===== src/rtl/mbp_pkg.sv =====
/*
 muxed byte bus host port: shared constants and carrier types.
 assumes a single 40 MHz clock domain in the enclosing device.
*/
package mbp_pkg;
	localparam int MBP_DATA_W = 8;
	localparam int MBP_LOC_N = 128;
	localparam int MBP_ADDR_W = 7;
	localparam logic [MBP_DATA_W-1:0] MBP_MEM_RESET = 8'h00;
	localparam logic [MBP_ADDR_W-1:0] MBP_ADDR_CLEAR = 7'h00;
	localparam int MBP_CLK_PERIOD_NS = 25;
	localparam int MBP_SYNC_STAGES = 2;

	// synchronised host pins, sampled once per clock
	typedef struct packed {
		logic style_strobe;
		logic cs_n;
		logic als;
		logic drs;
		logic rw;
		logic [MBP_DATA_W-1:0] ad;
	} mbp_pins_t;

	// pin levels of an idle, deselected bus; preloads the synchronisers
	localparam mbp_pins_t MBP_PINS_IDLE = '{style_strobe: 1'b0, cs_n: 1'b1, als: 1'b0,
		drs: 1'b0, rw: 1'b1, ad: 8'h00};

	// per-clock strobe edges derived from the pins
	typedef struct packed {
		logic als_fall;
		logic als_rise;
		logic wr_take;
		logic rd_end;
	} mbp_edges_t;
endpackage


===== src/rtl/mbp_port.sv =====
/*
 multiplexed byte-wide host bus port with a small byte store behind it.
 assumes the host pins are asynchronous to clk and that a pad ring
 resolves the shared lines from muxed_addr_data_bus_out and muxed_addr_data_bus_oe.
 every pin passes two flops and an edge stage, so the port sees a pin
 change on the third clock edge after it; the host must hold each
 strobe level for at least two clocks and keep the address on the
 shared lines for three clocks after the latch strobe falls.
 the strap is followed continuously; it is meant to be tied, and a
 change while a cycle is open gives undefined results.
 the store has no reset, so a read before any write returns unknown.
 no bus clock reaches the port: all timing is rebuilt from the strobes.
*/
// Summary of operation
// - strap high strobe style, low enable style
// - address latched on latch strobe falling edge
// - write on strobe fall or rw rise
// - drive read data during later strobe part
// - release bus on read strobe end edge
// - unselected cycle latches address, no access
// - latch strobe rising edge clears address
`timescale 1ns/1ps
module mbp_port
	import mbp_pkg::*;
#(
	parameter int DATA_W = MBP_DATA_W,
	parameter int LOC_N = MBP_LOC_N
) (
	input wire logic clk,
	input wire logic reset,
	input wire logic bus_style_select,
	input wire logic unit_select_n,
	input wire logic addr_latch_strobe,
	input wire logic data_read_strobe,
	input wire logic read_write,
	input wire logic [DATA_W-1:0] muxed_addr_data_bus_in,
	output logic [DATA_W-1:0] muxed_addr_data_bus_out,
	output logic muxed_addr_data_bus_oe,
	output logic [MBP_ADDR_W-1:0] latched_addr,
	output logic addr_valid
);

	////////////////////////////////////////////////////////////////////
	// pin synchronisers: stage one is read only by stage two
	mbp_pins_t pins_raw;
	mbp_pins_t sync1_reg, sync1_next;
	mbp_pins_t sync2_reg, sync2_next;
	mbp_pins_t prev_reg, prev_next;
	mbp_edges_t edg;

	assign pins_raw = '{style_strobe: bus_style_select, cs_n: unit_select_n,
		als: addr_latch_strobe, drs: data_read_strobe, rw: read_write,
		ad: muxed_addr_data_bus_in};

	always_comb begin
		sync1_next = pins_raw;
		sync2_next = sync1_reg;
		prev_next = sync2_reg;
	end

	// idle levels: strobes low, rw high, deselected; keeps false edges off
	always_ff @(posedge clk) begin
		if (reset) begin
			sync1_reg <= MBP_PINS_IDLE;
			sync2_reg <= MBP_PINS_IDLE;
			prev_reg <= MBP_PINS_IDLE;
		end else begin
			sync1_reg <= sync1_next;
			sync2_reg <= sync2_next;
			prev_reg <= prev_next;
		end
	end

	////////////////////////////////////////////////////////////////////
	// strap followed every clock after reset release; reset loads low
	logic style_reg, style_next;

	always_comb begin
		style_next = style_reg;
		if (reset)
			style_next = 1'b0;
		else
			style_next = sync2_reg.style_strobe;
	end

	always_ff @(posedge clk) begin
		style_reg <= style_next;
	end

	////////////////////////////////////////////////////////////////////
	// helpers shared by the edge and window decoders
	function automatic logic level_rose(input logic was, input logic now);
		return ~was & now;
	endfunction

	function automatic logic level_fell(input logic was, input logic now);
		return was & ~now;
	endfunction

	// read window level for one pin sample in the given bus style
	function automatic logic read_level(input logic strobe_style, input mbp_pins_t p);
		if (strobe_style)
			return p.drs & p.rw;
		else
			return ~p.drs & p.rw;
	endfunction

	////////////////////////////////////////////////////////////////////
	// edge detection on synchronised strobes
	always_comb begin
		edg.als_fall = level_fell(prev_reg.als, sync2_reg.als);
		edg.als_rise = level_rose(prev_reg.als, sync2_reg.als);
		// strobe style: drs trailing edge; enable style: rw rising
		if (style_reg) begin
			edg.wr_take = level_fell(prev_reg.drs, sync2_reg.drs) & ~prev_reg.rw;
			edg.rd_end = level_fell(prev_reg.drs, sync2_reg.drs);
		end else begin
			edg.wr_take = level_rose(prev_reg.rw, sync2_reg.rw);
			edg.rd_end = level_rose(prev_reg.drs, sync2_reg.drs);
		end
	end

	////////////////////////////////////////////////////////////////////
	// address latch
	logic [MBP_ADDR_W-1:0] addr_reg, addr_next;
	logic valid_reg, valid_next;

	always_comb begin
		addr_next = addr_reg;
		valid_next = valid_reg;
		if (edg.als_rise) begin
			addr_next = MBP_ADDR_CLEAR;
			valid_next = 1'b0;
		end else if (edg.als_fall) begin
			// deselected cycles still latch the address
			addr_next = sync2_reg.ad[MBP_ADDR_W-1:0];
			valid_next = 1'b1;
		end
	end

	always_ff @(posedge clk) begin
		if (reset) begin
			addr_reg <= MBP_ADDR_CLEAR;
			valid_reg <= 1'b0;
		end else begin
			addr_reg <= addr_next;
			valid_reg <= valid_next;
		end
	end

	assign latched_addr = addr_reg;
	assign addr_valid = valid_reg;

	////////////////////////////////////////////////////////////////////
	// byte store
	logic [DATA_W-1:0] mem [LOC_N];
	logic wr_en;
	logic [MBP_ADDR_W-1:0] wr_addr;
	logic [DATA_W-1:0] wr_data;

	// data is the sample beside the old level, one before the take edge
	always_comb begin
		wr_en = edg.wr_take & ~prev_reg.cs_n & valid_reg;
		wr_addr = addr_reg;
		wr_data = prev_reg.ad;
	end

	// store has no reset: contents survive like backed ram
	always_ff @(posedge clk) begin
		if (wr_en)
			mem[wr_addr] <= wr_data;
	end

	////////////////////////////////////////////////////////////////////
	// read window and output enable
	logic rd_level_now;
	logic rd_access;
	logic rd_window;
	logic oe_reg, oe_next;

	always_comb begin
		rd_level_now = read_level(style_reg, sync2_reg);
		// access needs select held across the strobe; als high closes it
		rd_access = ~sync2_reg.cs_n & valid_reg & ~sync2_reg.als;
		rd_window = rd_level_now & rd_access;
		oe_next = rd_window & ~edg.rd_end;
	end

	always_ff @(posedge clk) begin
		if (reset)
			oe_reg <= 1'b0;
		else
			oe_reg <= oe_next;
	end

	////////////////////////////////////////////////////////////////////
	// read data: loaded while the window is open, held after it closes
	logic [DATA_W-1:0] dout_reg, dout_next;

	always_comb begin
		dout_next = dout_reg;
		if (rd_window)
			dout_next = mem[addr_reg];
	end

	always_ff @(posedge clk) begin
		if (reset)
			dout_reg <= MBP_MEM_RESET;
		else
			dout_reg <= dout_next;
	end

	assign muxed_addr_data_bus_out = dout_reg;
	assign muxed_addr_data_bus_oe = oe_reg;
endmodule


===== config.mk =====
export PLATFORM = sky130hd
export DESIGN_NAME = mbp_port
export DESIGN_NICKNAME = d
export VERILOG_FILES = /design/src/rtl/mbp_pkg.sv /design/src/rtl/mbp_port.sv
export SDC_FILE = /design/constraint.sdc
export NUM_CORES = 1
export LEC_CHECK = 0
export BUFFER_PORTS_ARGS = -buffer_cell sky130_fd_sc_hd__buf_2
export CAP_MARGIN = 25
export CORE_AREA = 2 2 315 317
export CTS_CLUSTER_DIAMETER = 40
export CTS_CLUSTER_SIZE = 8
export DETAILED_ROUTE_END_ITERATION = 16
export DIE_AREA = 0 0 317 319
export PLACE_DENSITY = 0.53
export SKIP_LAST_GASP = 1
export SYNTH_ARGS = -nofsm -noshare
export SYNTH_HDL_FRONTEND = slang
export SYNTH_SLANG_ARGS = --single-unit

===== constraint.sdc =====
create_clock -name clk -period 3 [get_ports clk]
set_clock_uncertainty 0.2 [all_clocks]
set_input_delay 0.6 -clock clk [delete_from_list [all_inputs] [get_ports clk]]
set_output_delay 0.6 -clock clk [all_outputs]
set_load 0.01 [all_outputs]

; ---- Word-level counts from Yosys, hierarchy flattened
; Memories as Yosys holds them, arrays and structs flattened. A register that Yosys moved wholly into a read port is not among the register bits.
; Cells that the tools add are included.
; W data, S select, Z words.
[totals]
mem_bits_rw = 1024
memories = 1
word_cells = 49
input_bits = 15
register_bits = 48
[classes]
muxes = 4
bitwise_logic = 22
reduce_logical = 1
[memory_table]
columns = name, words, word_bits, rd, rd_ports_with_merged_regs, wr, line_no
row1 = mem, 128, 8, 1, 1, 1, mbp_port.sv:156  ; logic [DATA_W-1:0] mem [LOC_N];
[ops]
columns = op, count
row1 = $and A1 B1 Y1, 14
row2 = $not A1 Y1, 8
row3 = $mux W1, 3
row4 = $mux W2, 1
row5 = $reduce_or A2 Y1, 1

; ---- Logic depth before layout (Yosys ltp)
[depth]
word_depth = 8
ltp_mapped = 11
ltp_nobuf = 7

; ---- Worst setup path after synthesis
; OpenSTA, ideal clock, no wires.
[synth_timing]
path_kind = register to register
start = reg addr_reg[2] (netlist: latched_addr[2])
end = mem mem[108][0] (netlist name) (enable)
n_path_buf = 4
arrival_time_ps = 2142
t_required_ps = 2430
path_stages_with_launch = 9
slack_ps = 288
path_cell_list = dfxtp_1 -> buf_4 -> inv_2 -> buf_1 -> buf_2 -> nor3_1 -> nand2_1 -> clkbuf_1 -> nor2_1
[synth_rtl]
columns = item, line_no
row1 = from (decl), mbp_port.sv:125  ; logic [MBP_ADDR_W-1:0] addr_reg, addr_next;
row2 = from (signal assigned), mbp_port.sv:146  ; addr_reg <= addr_next;
row3 = to (decl), mbp_port.sv:156
; Straight into the memory's write port.

==> results by group <==
Timing
  • Headroom to the max-slew limit: 37.4%
  • RSZ-0062 raised after global routing: true
  • Slew Viols, Final: 0
  • Fin. Hold Viols: 0
  • Sum of negative setup slack: 0 ns
  • Maximum clock frequency: 337 MHz
  • Tmin final: 2.97 ns
  • Final setup viols: 0
  • Fin crit share: 98.9%
  • Least-Margin Pin Slew: 0.939 ns

Synth
  • Synth top area share: 73.8%
  • Top post-synthesis cells by area: edfxtp_1 74%, mux2i_1 6.7%, mux4_2 3.7%
  • Netlist cell types: 54
  • Main synth FF type: edfxtp_1
  • Cells after synthesis: 2372
  • Syn Nets: 2387
  • Syn_area_per_cell: 17.6 um^2
  • Post-synth EDFFs: 1024
  • Syn. warnings: 0
  • Leading area contributor after synthesis: edfxtp_1
  • Post-Syn Area: 41700 um^2
  • Yosys reg bits: 1080
  • Synth async-reset ratio: 0%
  • Synth cell count leaders: 1024 x edfxtp_1, 278 x mux2i_1, 187 x nor2_1
  • Register area share after synthesis: 76.5%
  • Count leader, synth: edfxtp_1

Setup path
  • CP Max Fanout: 20
  • CP max stage cell: dfxtp_4
  • Critical path type: reg2reg
  • Worst setup startpoint: latched_addr[2]$_SDFFE_PP0P_
  • CP top delay family: compound AO/OA/AOI/OAI gates
  • Max incr delay on CP: 0.49 ns
  • CP Buf/Inv Count: 4
  • Cell Chain, Critical Path: buf_4 -> or2_2 -> buf_12 -> o22ai_1 -> o21ai_0 -> buf_4 -> nand4_1 -> a221oi_4 -> buf_4 -> a31oi_1
  • Critical path required time: 3.40 ns
  • Crit. End Element: flop
  • Nature of the critical path startpoint: flop
  • RR Startpoint: latched_addr[2]$_SDFFE_PP0P_
  • Worst path most repeated cell: buf_4
  • Worst EP arrival: 3.37 ns

Hold path
  • Hold Crit Class: in2reg
  • Hold path startpoint: reset

Route
  • Vias/cell: 5.68
  • Iter 0 DRT Violations: 2307
  • Post-Route WL: 112000 um
  • Via count: 23.7k
  • WL/cell: 26.9 um
  • Residual DRC: 0
  • Post-route ant nets: 0
  • Pre-Repair DR Iteration Count: 6

Clocking
  • H-tree levels: 4
  • Total CTS buffers: 166
  • CTS tree: built
  • Clock tree buffer depth: 3
  • Root Driver: clkbuf_16
  • Clock sink total: 1080
  • Reg clk slew, reported paths: 0.05 ns
  • Worst skew pair latency: 0.74 ns

Power and ir drop
  • Sequential share of power: 48.9%
  • Clock share of power: 50.2%
  • Comb pwr share: 0.9%
  • Max IR drop VDD: 0.000408 V
  • Lkg Pwr: 17.1 nW
  • Switching fraction of total power: 19.4%
  • Pint: 0.0272 W
  • Psw: 0.00653 W
  • PwrDens: 662 nW/um^2

Die
  • Die ar.: 101000 um^2
  • Chip Width: 317 um
  • Starting Density: 42.6%
  • Die height: 319 um
  • Row cnt: 115
  • Core area: 97700 um^2
  • IO Pins: 32

Final layout
  • Area Growth Syn to Fin: 22.2%
  • N_diodes: 0
  • Max reg flops: 1024
  • Layout cells sized above 1: 24.5%
  • Final net count: 2814
  • Fin util: 52.1%

GRT
  • Vias in the first global route: 23.9k
  • Largest net degree at the start of global routing: 129
  • Antenna violations before repair: 4
  • Global route overflow: 0
  • First-pass GRT wire length: 162000 um
  • Overall Global Routing Usage: 22.3%

Run
  • Max-cap violations: 0

Placed design
  • DP Wirelength: 71100 um
  • Buffers on Ports: 31
  • RePlAce Congestion: 0.837

Run status
  • Status: completed
[repair_timing]
action / in CTS / in global routing
pin swaps: 1 / 2
hold buffers: 13 / 0
endpoints found under the hold margin: 13 / 0
buffers inserted: 0 / 3
resized for setup: 3 / 15
endpoints found under the setup margin: 3 / 7
[cell type report]
class                   instances  area (um^2)
fillers                      7842        46800
flip-flops and latches       1080        31900
multi-input cells            1137         8970
clock buffers                 220         4530
repair buffers                412         3590
well taps                    1287         1610
clock inverters                35          310
inverters                       2         7.51
[per-layer routing]
layer	vias to the layer above	global-route usage, %	share of wire (%)
met5	-	0	0.012
met4	2	7.70	2.9
met3	190	5.68	7.5
met2	881	35.1	47
met1	12200	30.2	42
li1	10400	-	-
[power groups by stage]
stage,Clock [W],Combinational [W],Sequential (W)
4_1_cts,0.0172,0.000303,0.0165
3_3_place_gp,0,0.000283,0.0168
2_1_floorplan,0,0.000118,0.0168
5_1_grt,0.0179,0.000326,0.0165
6_report,0.0169,0.000304,0.0165
3_5_place_dp,0,0.000289,0.0168
[logic make-up (layout without fill, tap and decap cells)]
| logic type | count (synthesis) | after routing | share of synthesized area, % |
|---|---|---|---|
| xor+xnor | 1 | 1 | 0.0210 |
| buf+inv | 155 | 669 | 2.16 |
| flops | 1080 | 1080 | 76.5 |
| mux | 354 | 354 | 10.6 |
| simple gates | 345 | 345 | 3.65 |
| compound gates | 437 | 437 | 7.06 |
[path summary, 6_finish.rpt]
path                                              to  slack [ns]  depth (start not counted)
max          muxed_addr_data_bus_out[5]$_SDFFE_PP0P_        0.03                         10
min                muxed_addr_data_bus_oe$_SDFF_PP0_        0.18                          2
max reg2reg  muxed_addr_data_bus_out[5]$_SDFFE_PP0P_        0.03                         10
min reg2reg                  prev_next[8]$_SDFF_PP1_        0.21                          1
[cell usage in the layout, fill, tap and decap left out, types with 29 or more instances in the layout]
| cell type | netlist | routed |
|---|---|---|
| edfxtp_1 | 1024 | 1024 |
| buf_2 | 47 | 32 |
| nand2_1 | 66 | 66 |
| mux4_2 | 68 | 68 |
| nor2_1 | 187 | 186 |
| clkbuf_1 | 47 | 45 |
| nor2b_1 | 47 | 44 |
| dfxtp_1 | 56 | 45 |
| a21oi_1 | 29 | 29 |
| a22oi_1 | 38 | 38 |
| o21ai_0 | 101 | 96 |
| clkbuf_16 | 0 | 173 |
| buf_12 | 0 | 41 |
| mux2i_1 | 278 | 277 |
| buf_4 | 31 | 323 |
| a221oi_1 | 75 | 71 |
| o22ai_1 | 115 | 115 |
[stage by stage]
step           setup slack, ns  total power, W  instances  instance area [um^2]  hold slack, ns
6_report                0.0319          0.0337       4173                 50900           0.178
5_1_grt                -0.0332          0.0347       4173                 50900           0.166
4_1_cts                 -0.128          0.0340       4170                 50800           0.124
3_5_place_dp            -0.287          0.0170       3902                 45900           0.199
3_3_place_gp            -0.199          0.0170       3902                 45900           0.209
2_1_floorplan            0.288          0.0169       2372                 41700           0.189
Power figures use the tool's default switching activity.
